`config.mk`:
```
export PLATFORM = sky130hd
export DESIGN_NAME = peripheral_irq_flag_bank
export DESIGN_NICKNAME = d
export VERILOG_FILES = /design/src/irq_bank_pkg.sv /design/src/ccp_event_select.sv /design/src/peripheral_irq_flag_bank.sv
export SDC_FILE = /design/constraint.sdc
export NUM_CORES = 1
export LEC_CHECK = 0
export BUFFER_PORTS_ARGS = -buffer_cell sky130_fd_sc_hd__buf_4
export CAP_MARGIN = 20
export CORE_ASPECT_RATIO = 0.9
export CORE_MARGIN = 10
export CORE_UTILIZATION = 51
export DETAILED_ROUTE_END_ITERATION = 7
export GPL_ROUTABILITY_DRIVEN = 0
export PLACE_DENSITY = 0.74
export SLEW_MARGIN = 10
export SYNTH_ARGS = -nofsm -noshare
export SYNTH_HDL_FRONTEND = slang
export SYNTH_SLANG_ARGS = --single-unit
```
`constraint.sdc`:
```
create_clock -name clk_sys -period 1.3 [get_ports clk_sys]
set_input_delay 0.195 -clock clk_sys [delete_from_list [all_inputs] [get_ports clk_sys]]
set_output_delay 0.195 -clock clk_sys [all_outputs]
set_load 0.01 [all_outputs]
```
`src/irq_bank_pkg.sv`:
```
// constants, register map and field layout of the peripheral interrupt flag bank
// Functional notes
// - bit 7 flag sets when wave generator b enters shutdown.
// - bit 6 flag sets when wave generator a enters shutdown.
// - bit 5 flag sets when timer five gate closes.
// - bit 4 flag sets on timer five overflow, held until software clears.
// - capture mode: unit flag bits 3..0 set on capture, software clears.
// - compare mode: unit flag sets on compare match, held until cleared.
// - pwm mode: unit flag sets on output trailing edge, held until cleared.
// - flags set on events regardless of enable bits and global enable.
// - request group four bits read, write, hardware set; reset to zero.
// - unimplemented bits in control, enable and flag registers read zero.
// - wake request whenever an enabled group zero condition exists, or one in groups one to four with peripheral enable set, even with global enable off.
package irq_bank_pkg;
	localparam int        ADDR_W          = 4;
	localparam int        DATA_W          = 8;
	localparam int        NUM_GROUPS      = 5;
	// register indices
	localparam logic [3:0] ADDR_GLOBAL_CTRL = 4'h0;
	localparam logic [3:0] ADDR_ENABLE_BASE = 4'h1;
	localparam logic [3:0] ADDR_REQUEST_BASE = 4'h6;
	localparam logic [3:0] ADDR_IRQ_STATUS  = 4'hb;
	localparam logic [3:0] ADDR_IRQ_CLEAR   = 4'hc;
	localparam logic [3:0] ADDR_IRQ_ENABLE  = 4'hd;
	// implemented-bit masks
	localparam logic [7:0] GLOBAL_CTRL_MASK = 8'hc1;
	localparam logic [7:0] GROUP0_MASK      = 8'h31;
	localparam logic [7:0] GROUP_FULL_MASK  = 8'hff;
	// global control fields
	localparam int        GLOBAL_EN_BIT   = 7;
	localparam int        PERIPH_EN_BIT   = 6;
	localparam int        EDGE_SEL_BIT    = 0;
	// request group four fields
	localparam int        WAVEGEN_B_BIT   = 7;
	localparam int        WAVEGEN_A_BIT   = 6;
	localparam int        T5_GATE_BIT     = 5;
	localparam int        T5_OVF_BIT      = 4;
	localparam int        NUM_CCP         = 4;
	// bank event status fields
	localparam int        EVT_CORE_BIT    = 0;
	localparam int        EVT_WAKE_BIT    = 1;
	localparam int        EVT_W           = 2;
	localparam logic [7:0] REG_RESET       = 8'h00;
	localparam logic [1:0] CCP_MODE_CAPTURE = 2'h0;
	localparam logic [1:0] CCP_MODE_COMPARE = 2'h1;
	localparam logic [1:0] CCP_MODE_PWM     = 2'h2;
endpackage : irq_bank_pkg

```
`src/ccp_event_select.sv`:
```
`timescale 1ns/100ps
// picks the event that sets one capture/compare/pwm unit flag from its mode
module ccp_event_select
	import irq_bank_pkg::*;
(
	// mode and events
	input  wire logic [1:0] ccp_mode_select,
	input  wire logic       capture_evt,
	input  wire logic       compare_evt,
	input  wire logic       pwm_trail_evt,
	// chosen event
	output logic            flag_set
);
	always_comb begin
		unique case (ccp_mode_select)
			CCP_MODE_CAPTURE: flag_set = capture_evt;
			CCP_MODE_COMPARE: flag_set = compare_evt;
			CCP_MODE_PWM:     flag_set = pwm_trail_evt;
			default:          flag_set = 1'b0;
		endcase
	end
endmodule : ccp_event_select

```
`src/peripheral_irq_flag_bank.sv`:
```
`timescale 1ns/100ps
// peripheral interrupt flag and enable bank with core request and wake outputs
module peripheral_irq_flag_bank
	import irq_bank_pkg::*;
#(
	parameter int NUM_UNITS = NUM_CCP
)
(
	// clock and reset
	input  wire logic                clk_sys,
	input  wire logic                reset_n,
	// register port
	input  wire logic [ADDR_W-1:0]   reg_addr,
	input  wire logic [DATA_W-1:0]   reg_wdata,
	input  wire logic                reg_wr,
	input  wire logic                reg_rd,
	output logic      [DATA_W-1:0]   reg_rdata,
	// set pulses for the other request groups
	input  wire logic [DATA_W-1:0]   group0_set,
	input  wire logic [DATA_W-1:0]   group1_set,
	input  wire logic [DATA_W-1:0]   group2_set,
	input  wire logic [DATA_W-1:0]   group3_set,
	// group four event sources
	input  wire logic                wavegen_b_shutdown,
	input  wire logic                wavegen_a_shutdown,
	input  wire logic                timer_five_gate_close,
	input  wire logic                timer_five_overflow,
	input  wire logic [2*NUM_UNITS-1:0] ccp_mode_select,
	input  wire logic [NUM_UNITS-1:0] ccp_capture,
	input  wire logic [NUM_UNITS-1:0] ccp_compare,
	input  wire logic [NUM_UNITS-1:0] ccp_pwm_trail,
	// requests
	output logic                     core_irq_req,
	output logic                     wake_req,
	output logic                     external_irq_edge_select,
	output logic                     bank_irq
);
	// the low nibble of group four has room for four units only
	if (NUM_UNITS != NUM_CCP) begin : g_bad_units
		$error("NUM_UNITS must equal the four bits of group four");
	end

	logic [DATA_W-1:0] global_ctrl_r;
	logic [DATA_W-1:0] enable_r  [NUM_GROUPS];
	logic [DATA_W-1:0] request_r [NUM_GROUPS];
	logic [DATA_W-1:0] hw_set    [NUM_GROUPS];
	logic [NUM_UNITS-1:0] ccp_set;
	logic [EVT_W-1:0]  evt_status_r;
	logic [EVT_W-1:0]  evt_enable_r;
	logic              core_irq_q;
	logic              wake_q;

	// implemented bits of a group register
	function automatic logic [DATA_W-1:0] group_mask(input int g);
		group_mask = (g == 0) ? GROUP0_MASK : GROUP_FULL_MASK;
	endfunction : group_mask

	genvar u;
	generate
		for (u = 0; u < NUM_UNITS; u++) begin : g_ccp
			ccp_event_select u_sel (
				.ccp_mode_select (ccp_mode_select[2*u +: 2]),
				.capture_evt     (ccp_capture[u]),
				.compare_evt     (ccp_compare[u]),
				.pwm_trail_evt   (ccp_pwm_trail[u]),
				.flag_set        (ccp_set[u])
			);
		end
	endgenerate

	always_comb begin
		hw_set[0] = group0_set;
		hw_set[1] = group1_set;
		hw_set[2] = group2_set;
		hw_set[3] = group3_set;
		hw_set[4] = '0;
		hw_set[4][WAVEGEN_B_BIT] = wavegen_b_shutdown;
		hw_set[4][WAVEGEN_A_BIT] = wavegen_a_shutdown;
		hw_set[4][T5_GATE_BIT]   = timer_five_gate_close;
		hw_set[4][T5_OVF_BIT]    = timer_five_overflow;
		hw_set[4][NUM_UNITS-1:0] = ccp_set;
	end

	// global control register
	always_ff @(posedge clk_sys or negedge reset_n) begin
		if (!reset_n) begin
			global_ctrl_r <= REG_RESET;
		end else if (reg_wr && reg_addr == ADDR_GLOBAL_CTRL) begin
			global_ctrl_r <= reg_wdata & GLOBAL_CTRL_MASK;
		end
	end
	assign external_irq_edge_select = global_ctrl_r[EDGE_SEL_BIT];

	// enable and request groups
	genvar g;
	generate
		for (g = 0; g < NUM_GROUPS; g++) begin : g_grp
			always_ff @(posedge clk_sys or negedge reset_n) begin
				if (!reset_n) begin
					enable_r[g] <= REG_RESET;
				end else if (reg_wr && reg_addr == ADDR_ENABLE_BASE + 4'(g)) begin
					enable_r[g] <= reg_wdata & group_mask(g);
				end
			end
			// rw and hardware set; set ignores enables, set wins over write
			always_ff @(posedge clk_sys or negedge reset_n) begin
				if (!reset_n) begin
					request_r[g] <= REG_RESET;
				end else if (reg_wr && reg_addr == ADDR_REQUEST_BASE + 4'(g)) begin
					request_r[g] <= (reg_wdata | hw_set[g]) & group_mask(g);
				end else begin
					request_r[g] <= (request_r[g] | hw_set[g]) & group_mask(g);
				end
			end
		end
	endgenerate

	// pending enabled conditions
	logic pend_direct;
	logic pend_periph;
	always_comb begin
		pend_direct = |(request_r[0] & enable_r[0]);
		pend_periph = 1'b0;
		for (int k = 1; k < NUM_GROUPS; k++) begin
			pend_periph = pend_periph | (|(request_r[k] & enable_r[k]));
		end
	end

	assign core_irq_q = global_ctrl_r[GLOBAL_EN_BIT] &
		(pend_direct | (global_ctrl_r[PERIPH_EN_BIT] & pend_periph));
	assign wake_q = pend_direct | (global_ctrl_r[PERIPH_EN_BIT] & pend_periph);
	assign core_irq_req = core_irq_q;
	assign wake_req     = wake_q;

	// bank event status, set wins over clear
	logic [EVT_W-1:0] evt_in;
	logic [EVT_W-1:0] evt_clr;
	assign evt_in  = {wake_q, core_irq_q};
	assign evt_clr = (reg_wr && reg_addr == ADDR_IRQ_CLEAR) ? reg_wdata[EVT_W-1:0] : '0;
	always_ff @(posedge clk_sys or negedge reset_n) begin
		if (!reset_n) begin
			evt_status_r <= '0;
		end else begin
			evt_status_r <= (evt_status_r & ~evt_clr) | evt_in;
		end
	end
	always_ff @(posedge clk_sys or negedge reset_n) begin
		if (!reset_n) begin
			evt_enable_r <= '0;
		end else if (reg_wr && reg_addr == ADDR_IRQ_ENABLE) begin
			evt_enable_r <= reg_wdata[EVT_W-1:0];
		end
	end
	assign bank_irq = |(evt_status_r & evt_enable_r);

	// read port; unimplemented bits and addresses read zero
	always_ff @(posedge clk_sys or negedge reset_n) begin
		if (!reset_n) begin
			reg_rdata <= '0;
		end else if (reg_rd) begin
			if (reg_addr == ADDR_GLOBAL_CTRL)
				reg_rdata <= global_ctrl_r;
			else if (reg_addr >= ADDR_ENABLE_BASE && reg_addr < ADDR_REQUEST_BASE)
				reg_rdata <= enable_r[3'(reg_addr - ADDR_ENABLE_BASE)];
			else if (reg_addr >= ADDR_REQUEST_BASE && reg_addr < ADDR_IRQ_STATUS)
				reg_rdata <= request_r[3'(reg_addr - ADDR_REQUEST_BASE)];
			else if (reg_addr == ADDR_IRQ_STATUS)
				reg_rdata <= {{(DATA_W-EVT_W){1'b0}}, evt_status_r};
			else if (reg_addr == ADDR_IRQ_ENABLE)
				reg_rdata <= {{(DATA_W-EVT_W){1'b0}}, evt_enable_r};
			else
				reg_rdata <= '0;
		end else begin
			reg_rdata <= '0;
		end
	end

	// group four write strobe, shared by the checks below
	logic wr_req4;
	assign wr_req4 = reg_wr && reg_addr == ADDR_REQUEST_BASE + 4'h4;

	// checks
	// overflow sets flag next cycle
	a_ovf_sets_flag: assert property (@(posedge clk_sys) disable iff (!reset_n)
		timer_five_overflow |=> request_r[4][T5_OVF_BIT])
		else $error("overflow flag not set");
	a_wgb_sets_flag: assert property (@(posedge clk_sys) disable iff (!reset_n)
		wavegen_b_shutdown |=> request_r[4][WAVEGEN_B_BIT])
		else $error("wavegen b flag not set");
	a_wga_sets_flag: assert property (@(posedge clk_sys) disable iff (!reset_n)
		wavegen_a_shutdown |=> request_r[4][WAVEGEN_A_BIT])
		else $error("wavegen a flag not set");
	a_gate_sets_flag: assert property (@(posedge clk_sys) disable iff (!reset_n)
		timer_five_gate_close |=> request_r[4][T5_GATE_BIT])
		else $error("gate flag not set");
	a_cap_sets_flag: assert property (@(posedge clk_sys) disable iff (!reset_n)
		(ccp_mode_select[1:0] == CCP_MODE_CAPTURE && ccp_capture[0]) |=> request_r[4][0])
		else $error("capture flag not set");
	a_cmp_sets_flag: assert property (@(posedge clk_sys) disable iff (!reset_n)
		(ccp_mode_select[3:2] == CCP_MODE_COMPARE && ccp_compare[1]) |=> request_r[4][1])
		else $error("compare flag not set");
	a_pwm_sets_flag: assert property (@(posedge clk_sys) disable iff (!reset_n)
		(ccp_mode_select[5:4] == CCP_MODE_PWM && ccp_pwm_trail[2]) |=> request_r[4][2])
		else $error("pwm flag not set");
	a_flag_sticky: assert property (@(posedge clk_sys) disable iff (!reset_n)
		(request_r[4][T5_OVF_BIT] && !(reg_wr && reg_addr == ADDR_REQUEST_BASE + 4'h4))
		|=> request_r[4][T5_OVF_BIT])
		else $error("flag dropped without write");
	a_write_clears: assert property (@(posedge clk_sys) disable iff (!reset_n)
		(reg_wr && reg_addr == ADDR_REQUEST_BASE + 4'h4 && reg_wdata == 8'h00 && hw_set[4] == 8'h00)
		|=> request_r[4] == 8'h00)
		else $error("write did not clear");
	a_unimpl_zero: assert property (@(posedge clk_sys) disable iff (!reset_n)
		(reg_rd && reg_addr == ADDR_REQUEST_BASE) |=> (reg_rdata & ~GROUP0_MASK) == 8'h00)
		else $error("unimplemented bit read one");
	a_wake_no_gie: assert property (@(posedge clk_sys) disable iff (!reset_n)
		(|(request_r[0] & enable_r[0])) |-> wake_req)
		else $error("wake missing");
	a_core_needs_gie: assert property (@(posedge clk_sys) disable iff (!reset_n)
		core_irq_req |-> (global_ctrl_r[GLOBAL_EN_BIT] && wake_req))
		else $error("core request without global enable");
	a_set_no_enable: assert property (@(posedge clk_sys) disable iff (!reset_n)
		(!global_ctrl_r[GLOBAL_EN_BIT] && enable_r[4] == 8'h00 && wavegen_b_shutdown)
		|=> request_r[4][WAVEGEN_B_BIT])
		else $error("flag not set with enables off");
	a_gate_no_enable: assert property (@(posedge clk_sys) disable iff (!reset_n)
		(enable_r[4] == 8'h00 && timer_five_gate_close) |=> request_r[4][T5_GATE_BIT])
		else $error("gate flag not set with enables off");
	a_set_wins_write: assert property (@(posedge clk_sys) disable iff (!reset_n)
		(wr_req4 && timer_five_overflow) |=> request_r[4][T5_OVF_BIT])
		else $error("event lost against a write");
	a_req4_sticky: assert property (@(posedge clk_sys) disable iff (!reset_n)
		!wr_req4 |=> (request_r[4] & $past(request_r[4])) == $past(request_r[4]))
		else $error("group four flag dropped without write");
	a_req4_quiet: assert property (@(posedge clk_sys) disable iff (!reset_n)
		(!wr_req4 && hw_set[4] == 8'h00) |=> request_r[4] == $past(request_r[4]))
		else $error("group four changed without event");
	a_req4_readback: assert property (@(posedge clk_sys) disable iff (!reset_n)
		(reg_rd && reg_addr == ADDR_REQUEST_BASE + 4'h4) |=> reg_rdata == $past(request_r[4]))
		else $error("group four read wrong");
	a_ctrl_mask: assert property (@(posedge clk_sys) disable iff (!reset_n)
		(global_ctrl_r & ~GLOBAL_CTRL_MASK) == 8'h00)
		else $error("control unimplemented bit set");
	a_group0_mask: assert property (@(posedge clk_sys) disable iff (!reset_n)
		((request_r[0] | enable_r[0]) & ~GROUP0_MASK) == 8'h00)
		else $error("group zero unimplemented bit set");
	a_unmapped_zero: assert property (@(posedge clk_sys) disable iff (!reset_n)
		(reg_rd && reg_addr > ADDR_IRQ_ENABLE) |=> reg_rdata == 8'h00)
		else $error("unmapped index read nonzero");
	a_clear_reads_zero: assert property (@(posedge clk_sys) disable iff (!reset_n)
		(reg_rd && reg_addr == ADDR_IRQ_CLEAR) |=> reg_rdata == 8'h00)
		else $error("clear register read nonzero");
	a_status_upper: assert property (@(posedge clk_sys) disable iff (!reset_n)
		(reg_rd && reg_addr == ADDR_IRQ_STATUS) |=> reg_rdata[DATA_W-1:EVT_W] == '0)
		else $error("status upper bits nonzero");
	a_wake_periph: assert property (@(posedge clk_sys) disable iff (!reset_n)
		(!global_ctrl_r[GLOBAL_EN_BIT] && global_ctrl_r[PERIPH_EN_BIT] && |(request_r[4] & enable_r[4]))
		|-> wake_req)
		else $error("peripheral wake missing");
	a_wake_gated: assert property (@(posedge clk_sys) disable iff (!reset_n)
		(!global_ctrl_r[PERIPH_EN_BIT] && !(|(request_r[0] & enable_r[0]))) |-> !wake_req)
		else $error("wake without enabled condition");
	a_wake_seen: assert property (@(posedge clk_sys) disable iff (!reset_n)
		wake_req |=> evt_status_r[EVT_WAKE_BIT])
		else $error("wake not recorded");
	a_core_gated: assert property (@(posedge clk_sys) disable iff (!reset_n)
		(!global_ctrl_r[PERIPH_EN_BIT] && !(|(request_r[0] & enable_r[0]))) |-> !core_irq_req)
		else $error("core request without enabled condition");
	a_core_direct: assert property (@(posedge clk_sys) disable iff (!reset_n)
		(global_ctrl_r[GLOBAL_EN_BIT] && |(request_r[0] & enable_r[0])) |-> core_irq_req)
		else $error("core request missing");
	a_core_seen: assert property (@(posedge clk_sys) disable iff (!reset_n)
		core_irq_req |=> evt_status_r[EVT_CORE_BIT])
		else $error("core request not recorded");
	a_seen_cleared: assert property (@(posedge clk_sys) disable iff (!reset_n)
		(reg_wr && reg_addr == ADDR_IRQ_CLEAR && reg_wdata[EVT_CORE_BIT] && !core_irq_req)
		|=> !evt_status_r[EVT_CORE_BIT])
		else $error("recorded request not cleared");
	a_edge_sel: assert property (@(posedge clk_sys) disable iff (!reset_n)
		(reg_wr && reg_addr == ADDR_GLOBAL_CTRL) |=> external_irq_edge_select == $past(reg_wdata[EDGE_SEL_BIT]))
		else $error("edge select not written");

	for (genvar v = 0; v < NUM_UNITS; v++) begin : g_unit_chk
		a_unit_capture: assert property (@(posedge clk_sys) disable iff (!reset_n)
			(ccp_mode_select[2*v +: 2] == CCP_MODE_CAPTURE && ccp_capture[v]) |=> request_r[4][v])
			else $error("unit capture flag not set");
		a_unit_compare: assert property (@(posedge clk_sys) disable iff (!reset_n)
			(ccp_mode_select[2*v +: 2] == CCP_MODE_COMPARE && ccp_compare[v]) |=> request_r[4][v])
			else $error("unit compare flag not set");
		a_unit_pwm: assert property (@(posedge clk_sys) disable iff (!reset_n)
			(ccp_mode_select[2*v +: 2] == CCP_MODE_PWM && ccp_pwm_trail[v]) |=> request_r[4][v])
			else $error("unit pwm flag not set");
		a_unit_quiet: assert property (@(posedge clk_sys) disable iff (!reset_n)
			(!ccp_set[v] && !request_r[4][v] && !wr_req4) |=> !request_r[4][v])
			else $error("unit flag set without its event");
	end

	c_overflow_irq: cover property (@(posedge clk_sys) disable iff (!reset_n)
		timer_five_overflow ##[1:4] core_irq_req);
	c_wake_only: cover property (@(posedge clk_sys) disable iff (!reset_n)
		wake_req && !core_irq_req);
	c_bank_irq: cover property (@(posedge clk_sys) disable iff (!reset_n)
		bank_irq);
	c_ccp_flag: cover property (@(posedge clk_sys) disable iff (!reset_n)
		(|ccp_set) ##1 (|request_r[4][NUM_UNITS-1:0]));
	c_set_clash: cover property (@(posedge clk_sys) disable iff (!reset_n)
		wr_req4 && hw_set[4] != 8'h00);
endmodule : peripheral_irq_flag_bank

```
After elaboration in Yosys (flattened, before gate mapping)
Index checks and enable logic that the tools add are counted.
{"block": "classes", "muxes": 22, "bitwise_logic": 27, "order_cmp": 6, "reduce_logical": 26, "n_eq_ne": 21, "n_addsub": 2}
{"operator": "two-way mux 8 bit", "count": 13}
{"operator": "OR 8 bit", "count": 8}
{"operator": "binary-select mux 8 bit (select 3 bit)", "count": 2}
{"operator": "OR reduction 8 bit", "count": 5}
{"operator": "AND 8 bit", "count": 4}
{"operator": "== test 4 bit (second input constant)", "count": 6}
{"operator": "== test 4 x 3 -> 1 bit (second input constant)", "count": 4}
{"operator": "logical AND 1 bit", "count": 15}
{"operator": "OR 6 bit", "count": 2}
{"operator": "one-hot mux 1 bit (3 select lines)", "count": 4}
{"operator": "== test 2 x 1 -> 1 bit (second input constant)", "count": 4}
{"operator": "== test 2 bit (second input constant)", "count": 4}
{"operator": "== test 4 x 2 -> 1 bit (second input constant)", "count": 2}
{"operator": ">= comparator 4 bit (second input constant)", "count": 2}
{"operator": "logical NOT 2 bit", "count": 4}
{"operator": "NOT 3 -> 4 bit", "count": 2}
{"operator": "AND 6 bit", "count": 1}
{"operator": "two-way mux 6 bit", "count": 1}
{"operator": "AND 2 bit", "count": 2}
{"operator": "== test 4 x 1 -> 1 bit (second input constant)", "count": 1}
{"operator": ">= comparator 4 x 1 -> 1 bit (second input constant)", "count": 1}
{"operator": ">= comparator 4 x 3 -> 1 bit (second input constant)", "count": 1}
{"operator": "logical NOT 4 bit", "count": 1}
{"operator": "less-than comparator 4 x 3 -> 1 bit (second input constant)", "count": 1}
{"operator": "9 further kinds", "count": 14}
{"block": "word_totals", "elab_cells": 118, "output_inout_bits": 12, "regBits": 88, "inputBits": 72}

Depth between registers and ports, before layout
Gate-level depths: netlist of run 1.
{"block": "depth", "ltp_word": 9, "depth_mapped": 10, "ltp_nobuf": 6}

Modules after synthesis
From an unflattened synthesis of run 1, not the netlist that was laid out.
{"block": "hier_totals", "cells_unflattened": 418, "area_unflattened_um2": 4444.3}
{"mod": "peripheral_irq_flag_bank", "cells_each": 406, "seq_area_each_um2": 2127.0, "n_inst": 1, "area_per_inst_um2": 4354.2}
{"mod": "ccp_event_select", "cells_each": 3, "seq_area_each_um2": 0.0, "n_inst": 4, "area_per_inst_um2": 22.5}

Worst setup path before layout of run 1
Ideal clock, no wire load.
{"block": "synth_timing", "path_type": "input to register", "start": "input reg_addr[0]", "end": "register reg_rdata[0]", "stages": 9, "n_path_buf": 3, "arrival_time_ps": 1944, "path_slack_ps": -774, "required_time_ps": 1171, "setup_ps": 129, "path_cell_list": "buf_2 buf_2 inv_1 ha_1 buf_2 mux4_2 and2_1 o21ai_1 a31oi_1"}
{"block": "synth_between", "elab_chain_len": 9, "word_cells_on_any_way": 25, "cone_classes": "add/sub (2); order compare (4); eq/ne (2); mux (12); bitwise (2); reduce/logical (3)"}
{"item": "from (decl)", "line_no": "peripheral_irq_flag_bank.sv:13", "text": "input wire logic [ADDR_W-1:0] reg_addr,"}
{"item": "subtractor 3 bit", "line_no": "peripheral_irq_flag_bank.sv:166", "text": "reg_rdata <= request_r[3'(reg_addr - ADDR_REQUEST_BASE)];"}
{"item": "NOT 3 -> 4 bit (not written as such)", "line_no": "peripheral_irq_flag_bank.sv:166"}
{"item": "binary-select mux 8 bit (select 3 bit)", "line_no": "peripheral_irq_flag_bank.sv:166"}
{"item": "two-way mux 8 bit (not written as such) (2 in series)", "line_no": "peripheral_irq_flag_bank.sv:166"}
{"item": "two-way mux 8 bit", "line_no": "peripheral_irq_flag_bank.sv:165", "text": "else if (reg_addr >= ADDR_REQUEST_BASE && reg_addr < ADDR_IRQ_STATUS)"}
{"item": "two-way mux 8 bit", "line_no": "peripheral_irq_flag_bank.sv:163", "text": "else if (reg_addr >= ADDR_ENABLE_BASE && reg_addr < ADDR_REQUEST_BASE)"}
{"item": "two-way mux 8 bit (*)", "line_no": "peripheral_irq_flag_bank.sv:161", "text": "if (reg_addr == ADDR_GLOBAL_CTRL)"}
{"item": "two-way mux 8 bit (*)", "line_no": "peripheral_irq_flag_bank.sv:160", "text": "end else if (reg_rd) begin"}
{"item": "to (signal assigned)", "line_no": "peripheral_irq_flag_bank.sv:162", "text": "reg_rdata <= global_ctrl_r;"}
{"item": "to (signal assigned)", "line_no": "peripheral_irq_flag_bank.sv:164", "text": "reg_rdata <= enable_r[3'(reg_addr - ADDR_ENABLE_BASE)];"}
{"item": "to (signal assigned)", "line_no": "peripheral_irq_flag_bank.sv:166"}
{"item": "to (decl)", "line_no": "peripheral_irq_flag_bank.sv:17", "text": "output logic [DATA_W-1:0] reg_rdata,"}
Every way passes the cells marked *; elsewhere a longest branch is shown, timed or not. The select of a mux whose other input is x is not followed.
A chain may end at the register's enable or synchronous reset.

Worst setup path in the final report of run 1
{"block": "layout_timing", "start": "register request_r[22] in the netlist's numbering", "end": "output wake_req"}
{"block": "layout_between", "elab_chain_len": 7}
{"item": "from (decl)", "line_no": "peripheral_irq_flag_bank.sv:45", "text": "logic [DATA_W-1:0] request_r [NUM_GROUPS];"}
{"item": "from (signal, indexed assignment)", "line_no": "peripheral_irq_flag_bank.sv:110", "text": "request_r[g] <= (reg_wdata | hw_set[g]) & group_mask(g);"}
{"item": "from (signal, indexed assignment)", "line_no": "peripheral_irq_flag_bank.sv:112", "text": "request_r[g] <= (request_r[g] | hw_set[g]) & group_mask(g);"}
{"item": "AND 8 bit", "line_no": "peripheral_irq_flag_bank.sv:125", "text": "pend_periph = pend_periph | (|(request_r[k] & enable_r[k]));"}
{"item": "OR reduction 8 bit", "line_no": "peripheral_irq_flag_bank.sv:125"}
{"item": "OR 1 bit (3 in series)", "line_no": "peripheral_irq_flag_bank.sv:125"}
{"item": "AND 1 bit", "line_no": "peripheral_irq_flag_bank.sv:131", "text": "assign wake_q = pend_direct | (global_ctrl_r[PERIPH_EN_BIT] & pend_periph);"}
{"item": "OR 1 bit", "line_no": "peripheral_irq_flag_bank.sv:131"}
{"item": "to (decl)", "line_no": "peripheral_irq_flag_bank.sv:34", "text": "output logic wake_req,"}
No other way between the ends.

==> results.toml, run 1 <==
[timing]
fin_hold_ws_ns = 0.0173
slew_viol_final = 0
relSlewSlack = 0.755
setup_viol = 11
clock-skew-final_ns = 0.00849
hold_viol_final = 0
fin_crit_sh = 1.62
setup_slack_ns = -0.803
period_minus_slack_ns = 2.10
rsz0062_at_grt = "yes"
fmax_mhz = 475
worst_pin_slew_ns = 0.367

[worst_setup_path]
cp-end-kind = "output port"
reg2reg_depth = 6
critPathLaunchType = "flip-flop"
r2r_start = "request_r[22]$_DFF_PN0_"
required_ns = 1.11
worstSetupPathType = "reg2out"
cpMaxStageDelayCell = "dfrtp_1"
reg2reg_to = "evt_status_r[1]$_DFF_PN0_"
cpPeakStageDelay_ns = 0.43
r2r_setup_slack_ns = -0.32
cp.arrival_ns = 1.91
path_cells = "a22oi_2 > nand4_1 > buf_6 > o41ai_4 > nand2_1 > buf_4"
critical_path.max_fanout = 2

[run_status]
outcome = "complete, but fails checks"
violations = "setup timing"

[detailed_routing]
antenna_left = 0
drc_errors = 0
wire_per_inst_um = 23.0
routed_wirelength_um = 17100
dr.pass1.iters = 5
vias_per_cell = 6.11
vias = 4539
drt_iter0_drc = 460

[synth]
mappedNetlistArea_um2 = 4590
yosysSeqAreaShare = 0.463
ys_ff_latch = 85
synth.avg_cell_area_um2 = 10.8
async_reset_ff_frac = 1.00
synth_fp_nets = 500
synth_ff_type = "dfrtp_1"
synthTopCellsByArea = "dfrtp_1, mux2_2, nand2_1"
ys_warn_count = 0
yosys.area.top_type = "dfrtp_1"
synth_top_area_frac = 0.463
yosysMostFrequentCell = "dfrtp_1"
synthTopCellsByCount = "dfrtp_1, nand2_1, mux2_2"
yosysUniqueCellTypes = 55
synthCells = 424
synth-edff-count = 0

[die]
pin_count = 84
die_w_um = 120
die_area_um2 = 13200
start_util = 0.529
rows = 32
core_area_um2 = 8690
die_h_um = 110

[clock_network]
cts-buffers-inserted = 9
numClockSinks = 85
cts_root_buffer = "clkbuf_8"
cts_tree = "built"
clk_latency_ns = 0.36
htree_levels = 3
path_clk_slew_ns = 0.09
max-clock-path-buffers = 2

[grt]
grt_start_max_net_pins = 32
grt_usage = 0.245
grt_pass1_vias = 4590
grt-ovfl-total = 0
antenna_found_initial = 0
grt_pass1_wl_um = 25100

[power]
powerDensity_nw_per_um2 = 1090
power_frac_clock = 0.241
swShare = 0.306
sequentialPowerShare = 0.437
ir_drop_mv = 0.695
p_comb_frac = 0.323
power_leakage_nw = 3.14
switchingPower_mw = 2.28
intPower_mw = 5.17

[final_layout]
num-nets-final = 696
drive_gt1_frac = 0.522
antenna_cells = 0
area_growth_pct = 48.9
final_util = 0.787

[min_path]
hold_depth = 2
hp-start = "group1_set[4]"
timing.hold.worst.class = "in2reg"
whs_endpoint = "request_r[28]$_DFF_PN0_"

[place]
port_buffers = 78
hpwlAfterDp_um = 12100

[job]
cap_violations = 0
## kinds of logic (layout without fill, tap and decap cells)
kind of cell | count (synthesis) | after routing | share of synthesized area
adder cells (fa/ha/maj) | 4 | 4 | 0.0109
AND/OR/NAND/NOR | 159 | 159 | 0.190
XOR/XNOR | 2 | 2 | 0.00545
flip-flops | 85 | 85 | 0.463
buffers and inverters | 30 | 230 | 0.0362
multiplexers | 66 | 66 | 0.164
AO/OA/AOI/OAI | 78 | 78 | 0.130
## worst max path at each step
stage	slack, ns	from	end
after floorplan	-0.45	reg_addr[0]	reg_rdata[0]$_DFF_PN0_
after global routing	-0.88	enable_r[22]$_DFFE_PN0P_	wake_req
final	-0.80	request_r[22]$_DFF_PN0_	wake_req
after global placement	-0.43	reg_addr[0]	reg_rdata[1]$_DFF_PN0_
after CTS	-0.73	request_r[30]$_DFF_PN0_	wake_req
after detailed placement	-0.44	reg_addr[0]	reg_rdata[1]$_DFF_PN0_
## per-stage QoR
stage	cell area (µm²)	TNS [ns]	total power, mW	worst slack (ns)	instances
floorplan	4750	-5.00	4.15	-0.450	424
global placement	6190	-21.72	5.20	-0.432	707
detailed placement	6190	-23.30	5.28	-0.442	707
CTS	6590	-2.73	7.21	-0.730	734
global route	6840	-3.59	7.73	-0.881	743
finish	6840	-3.02	7.45	-0.803	743
## layer usage
layer  vias to the layer above  part of all wire  GRT usage
met1                      2215              0.40      0.318
met3                        56              0.10     0.0554
met4                         0             0.029     0.0809
met2                       325              0.47      0.402
met5                         -                 0          0
li1                       1943                 -          -
## flip-flops by register name, indices dropped and copies added, names as in the netlist
register	count
enable_r	35
evt_enable_r	2
request_r	35
global_ctrl_r	3
evt_status_r	2
reg_rdata	8
## layout make-up
type / instances / area (µm²)
Fill cell: 510 / 1850
Inverter: 4 / 22.5
Clock buffer: 11 / 151
Timing Repair Buffer: 211 / 1760
Sequential cell: 85 / 2130
Clock inverter: 4 / 31.3
Multi-Input combinational cell: 309 / 2600
Tap cell: 119 / 149
## power by group through the flow
stage	registers (mW)	logic (mW)	clock network, mW
4_1_cts	3.22	2.20	1.79
3_3_place_gp	3.24	1.96	0
5_1_grt	3.29	2.53	1.91
6_report	3.26	2.40	1.79
2_1_floorplan	3.22	0.932	0
3_5_place_dp	3.26	2.02	0
## worst max-delay path, delay by kind of cell (launching register included)
family / cells / cell delay [ns]
DFF: 1 / 0.43
buffers and inverters: 2 / 0.30
AOI/OAI and AO/OA: 2 / 0.59
and+or+nand+nor: 2 / 0.23
## what timing repair did
action	in CTS	in global routing
pin swaps	24	22
setup endpoints to repair	14	28
gates resized for setup	26	42
hold buffers	1	0
hold endpoints to repair	23	0
buffers inserted	14	10
## layout by cell type (no fill, tap or decap), types with 6 or more instances in the layout
master | Yosys | layout
o21ai_0 | 10 | 7
nand3b_1 | 30 | 30
mux2i_1 | 19 | 17
and3_1 | 10 | 10
buf_6 | 2 | 20
clkbuf_8 | 0 | 11
a211o_1 | 7 | 7
buf_4 | 5 | 182
buf_12 | 0 | 7
o211ai_1 | 6 | 6
nand2_1 | 67 | 67
a22oi_1 | 22 | 9
mux2_2 | 44 | 39
and2_1 | 13 | 8
dfrtp_1 | 85 | 85
a22oi_2 | 0 | 13
Note: power is estimated with default switching activity, not from simulation.
==> inputs of run 2 (changes only) <==
- SETUP_SLACK_MARGIN: unset -> 0.15
==> run 2 against run 1 <==
Compared with the run above: critical path depth unchanged; non-clock buffer count increased by 4; clock-buffer cell count decreased by 1; flip-flop and latch count unchanged; sequential share of layout area decreased by 1.1 points; power increased by 6.7%; highest routed layer unchanged; combinational power increased by 10%; first-iteration DRC count increased by 4.3%; largest cell class unchanged; the flow still finishes with violations (setup timing); register-to-register slack got worse by 0.16 ns.
==> results.toml, run 2 (synthesis results as in run 1) <==
[worst_setup_path]
cp.arrival_ns = 2.00
required_ns = 1.11
critical_path.max_fanout = 2
reg2reg_depth = 7
cp-end-kind = "output port"
r2r_start = "enable_r[26]$_DFFE_PN0P_"
reg2reg_to = "evt_status_r[0]$_DFF_PN0_"
crit_top_cell = "buf_6"
critPathLaunchType = "flip-flop"
cpPeakStageDelay_ns = 0.42
cpMaxStageDelayCell = "dfrtp_1"
path_cells = "a22oi_2 > nand4_1 > buf_6 > o41ai_4 > nand2_1 > buf_6"
r2r_setup_slack_ns = -0.48
worstSetupPathType = "reg2out"

[detailed_routing]
top_layer_used = "met4"
wl_met1_um = 7100
route.met3.wl_um = 1870
antenna_left = 0
vias = 4573
drt_iter0_drc = 480
route.met2.wl_um = 8210
vias_per_cell = 6.11
routed_wirelength_um = 18100
drc_errors = 0
wire_per_inst_um = 24.3
dr.pass1.iters = 5

[final_layout]
final_common_cell = "buf_4"
top_regs = "enable_r (35), request_r (35), reg_rdata (8)"
num-nets-final = 700
area_growth_pct = 54.3
final_cell_mix = "buf_4, dfrtp_1, nand2_1"
drive_gt1_frac = 0.539
antenna_cells = 0
final_area_um2 = 7090
stdcell_count = 748
fill_cells = 491

[clock_network]
cts-buffers-inserted = 9
max-clock-path-buffers = 2
numClockSinks = 85
htree_levels = 3
cts_tree = "built"
cts_root_buffer = "clkbuf_8"
path_clk_slew_ns = 0.09
clk_latency_ns = 0.37

[timing]
fmax_mhz = 456
setup_slack_ns = -0.893
worst_pin_slew_ns = 0.485
rsz0062_at_grt = "yes"
slew_viol_final = 0
clock-skew-final_ns = 0.00978
period_minus_slack_ns = 2.19
relSlewSlack = 0.677
hold_viol_final = 0
setup_viol = 10
fin_crit_sh = 1.69

[place]
port_buffers = 78
placed_area_um2 = 6340
hpwlAfterDp_um = 12200
dp.cells = 708

[die]
start_util = 0.529
die_area_um2 = 13200
rows = 32
die_w_um = 120
die_h_um = 110
pin_count = 84
core_area_um2 = 8690

[grt]
grt_pass1_vias = 4839
grt_start_max_net_pins = 86
grt_pass1_wl_um = 26900
grt_usage = 0.266
antenna_found_initial = 0
grt-ovfl-total = 0

[min_path]
timing.hold.worst.class = "in2reg"
hold_depth = 2
whs_endpoint = "request_r[5]$_DFF_PN0_"
hp-start = "timer_five_gate_close"

[power]
ir_drop_mv = 0.590
powerDensity_nw_per_um2 = 1120
power_leakage_nw = 3.27
total_power_mw = 7.95

[run_status]
outcome = "complete, but fails checks"
violations = "setup timing"

[job]
cap_violations = 0
run 2: power by group:
part | total, mW | internal (mW) | switching [mW]
Sequential | 3.26 | 2.98 | 0.285
Clock | 2.05 | 0.955 | 1.09
Combinational | 2.64 | 1.54 | 1.11
run 2: worst max-delay path: cells and delay by family, from the launching register on:
family | cells | cell delay, ns
AO/OA/AOI/OAI | 2 | 0.63
flip-flops | 1 | 0.42
buffers and inverters | 2 | 0.29
AND/OR/NAND/NOR | 2 | 0.28
run 2: area by class of cell:
| type | instances | area (µm²) | area share |
|---|---|---|---|
| multi-input combinational | 309 | 2770 | 0.391 |
| sequential | 85 | 2130 | 0.300 |
| clock inverter | 6 | 68.8 | 0.00971 |
| timing repair buffer | 215 | 1800 | 0.255 |
| tap | 119 | 149 | 0.0210 |
| clock buffer | 10 | 138 | 0.0194 |
| inverter | 4 | 27.5 | 0.00388 |
run 2: worst max path at each step:
stage / end / slack [ns] / start
floorplan: reg_rdata[0]$_DFF_PN0_ / -0.45 / reg_addr[0]
global placement: wake_req / -0.47 / request_r[19]$_DFF_PN0_
detailed placement: core_irq_req / -0.55 / request_r[16]$_DFF_PN0_
CTS: core_irq_req / -0.80 / request_r[18]$_DFF_PN0_
global route: core_irq_req / -0.95 / request_r[11]$_DFF_PN0_
finish: core_irq_req / -0.89 / enable_r[26]$_DFFE_PN0P_
run 2: layer usage:
layer / global-route usage / vias up
met3: 0.0834 / 83
met5: 0 / -
met4: 0.155 / 0
li1: - / 1958
met1: 0.320 / 2224
met2: 0.420 / 308
run 2: timing repair:
action / CTS / global route
cloned: 0 / 0
hold endpoints to repair: 85 / 1
setup buffers: 17 / 5
gates resized for setup: 51 / 30
pin swaps: 28 / 18
hold buffers: 1 / 1
endpoints found under the setup margin: 31 / 28
run 2: metrics by stage:
step / setup TNS [ns] / util / worst slack [ns] / hold slack, ns
3_5_place_dp: -19.04 / 0.730 / -0.552 / 0.260
3_3_place_gp: -18.03 / 0.730 / -0.472 / 0.261
5_1_grt: -3.88 / 0.816 / -0.954 / 0.00353
4_1_cts: -2.85 / 0.794 / -0.796 / 0.000935
6_report: -3.40 / 0.816 / -0.893 / 0.00658
2_1_floorplan: -5.05 / - / -0.450 / -0.101
==> inputs of run 3 (changes only) <==
- TNS_END_PERCENT: unset -> 30
==> run 3 against run 2 <==
Compared with the run above: the flow still finishes with violations (setup timing); setup slack worse by 0.025 ns; non-clock buffer count fell by 5; combinational power is 4% lower; sequential share of layout area up 1.1 points; die area stayed put; hold slack improved by 0.0046 ns; cell count down 0.67%; clock power is essentially flat; routed wire length decreased by 7.4%; critical endpoint unchanged; largest cell class unchanged.
==> results.toml, run 3 (synthesis results as in run 1) <==
[final_layout]
top_regs = "enable_r (35), request_r (35), reg_rdata (8)"
drive_gt1_frac = 0.530
final_cell_mix = "buf_4, dfrtp_1, nand2_1"
final_common_cell = "buf_4"
num-nets-final = 695
area_growth_pct = 49.0
final_util = 0.788
antenna_cells = 0

[die]
start_util = 0.529
die_area_um2 = 13200
die_h_um = 110
rows = 32
die_w_um = 120
pin_count = 84
core_area_um2 = 8690

[clock_network]
htree_levels = 3
clk_latency_ns = 0.37
cts_root_buffer = "clkbuf_8"
cts-buffers-inserted = 9
cts_tree = "built"
numClockSinks = 85
path_clk_slew_ns = 0.10
max-clock-path-buffers = 2

[worst_setup_path]
critical_path.max_fanout = 2
reg2reg_depth = 6
worstSetupPathType = "reg2out"
cpPeakStageDelay_ns = 0.43
cp.arrival_ns = 2.02
critPathLaunchType = "flip-flop"
path_cells = "a22oi_2 > nand4_1 > o41ai_2 > buf_4 > nand2_2 > buf_6"
required_ns = 1.11
cp-end-kind = "output port"
cpMaxStageDelayCell = "o41ai_2"

[timing]
clock-skew-final_ns = 0.0151
hold_viol_final = 0
relSlewSlack = 0.683
worst_pin_slew_ns = 0.476
fin_crit_sh = 1.71
slew_viol_final = 0
period_minus_slack_ns = 2.22
setup_viol = 12
tns_ns = -3.71
fmax_mhz = 451
rsz0062_at_grt = "yes"
fin_hold_ws_ns = 0.0112
setup_slack_ns = -0.918

[power]
power_leakage_nw = 3.12
powerDensity_nw_per_um2 = 1140
total_power_mw = 7.78
ir_drop_mv = 0.691

[job]
cap_violations = 0

[grt]
antenna_found_initial = 0
grt-ovfl-total = 0
grt_pass1_vias = 4602
grt_start_max_net_pins = 86
grt_usage = 0.252
grt_pass1_wl_um = 25800

[place]
pre_cts_ws_ns = -0.592
port_buffers = 78
hpwlAfterDp_um = 11600

[detailed_routing]
routed_wirelength_um = 16800
vias = 4573
dr.pass1.iters = 5
drc_errors = 0
antenna_left = 0
drt_iter0_drc = 566
wire_per_inst_um = 22.6
vias_per_cell = 6.15

[run_status]
outcome = "complete, but fails checks"
violations = "setup timing"

[min_path]
timing.hold.worst.class = "in2reg"
hold_depth = 2
[run 3: cell count changes in the layout (fill, tap and decap cells not counted), sizes merged]
| cell | delta |
|---|---|
| clkinv | -2 |
| clkbuf | +2 |
| dlygate4sd3 | -1 |
| clkinvlp | +1 |
| buf | -4 |
| inv | -1 |
[run 3: cell type report]
class,instances,area (µm²)
Clock buffer,12,155
Sequential cell,85,2130
Inverter,4,20.0
Timing Repair Buffer,210,1720
Clock inverter,4,53.8
Tap cell,119,149
Fill cell,537,1850
Multi-Input combinational cell,309,2620
[run 3: worst paths after layout]
| kind | from | to | slack [ns] |
|---|---|---|---|
| min | group2_set[3] | request_r[19]$_DFF_PN0_ | 0.01 |
| min in group asynchronous | reset_n | request_r[7]$_DFF_PN0_ | 0.39 |
| max in group asynchronous | reset_n | enable_r[11]$_DFFE_PN0P_ | 0.52 |
| min reg2reg | request_r[18]$_DFF_PN0_ | request_r[18]$_DFF_PN0_ | 0.57 |
| max | enable_r[29]$_DFFE_PN0P_ | core_irq_req | -0.92 |
| max reg2reg | enable_r[29]$_DFFE_PN0P_ | evt_status_r[1]$_DFF_PN0_ | -0.45 |
[run 3: metal layers]
| layer | vias to the layer above | share of wire | GRT usage |
|---|---|---|---|
| li1 | 1955 | - | - |
| met1 | 2201 | 0.40 | 0.334 |
| met2 | 341 | 0.45 | 0.401 |
| met3 | 76 | 0.10 | 0.0569 |
| met4 | 0 | 0.047 | 0.0921 |
| met5 | - | 0 | 0 |
[run 3: critical path, delay by kind of cell, from the launching register on]
family	cells	cell delay, ns
buffers and inverters	2	0.29
AND/OR/NAND/NOR	2	0.30
AO/OA/AOI/OAI	2	0.68
flip-flops	1	0.40
[run 3: metrics by stage]
step,instances,area (µm²)
after floorplan,424,4720
final,743,6840
after global placement,710,6180
after global routing,743,6840
after CTS,736,6710
after detailed placement,710,6180
[run 3: repair_timing]
item | CTS | global route
buffers inserted | 9 | 7
endpoints found under the setup margin | 60 | 40
hold buffers | 1 | 0
resized for setup | 57 | 15
endpoints found under the hold margin | 85 | 0
pin swaps | 26 | 8
[run 3: power breakdown]
group / total [mW] / internal (mW) / switching, mW
combinational: 2.53 / 1.48 / 1.05
clock: 2.02 / 1.00 / 1.01
sequential: 3.24 / 2.98 / 0.258
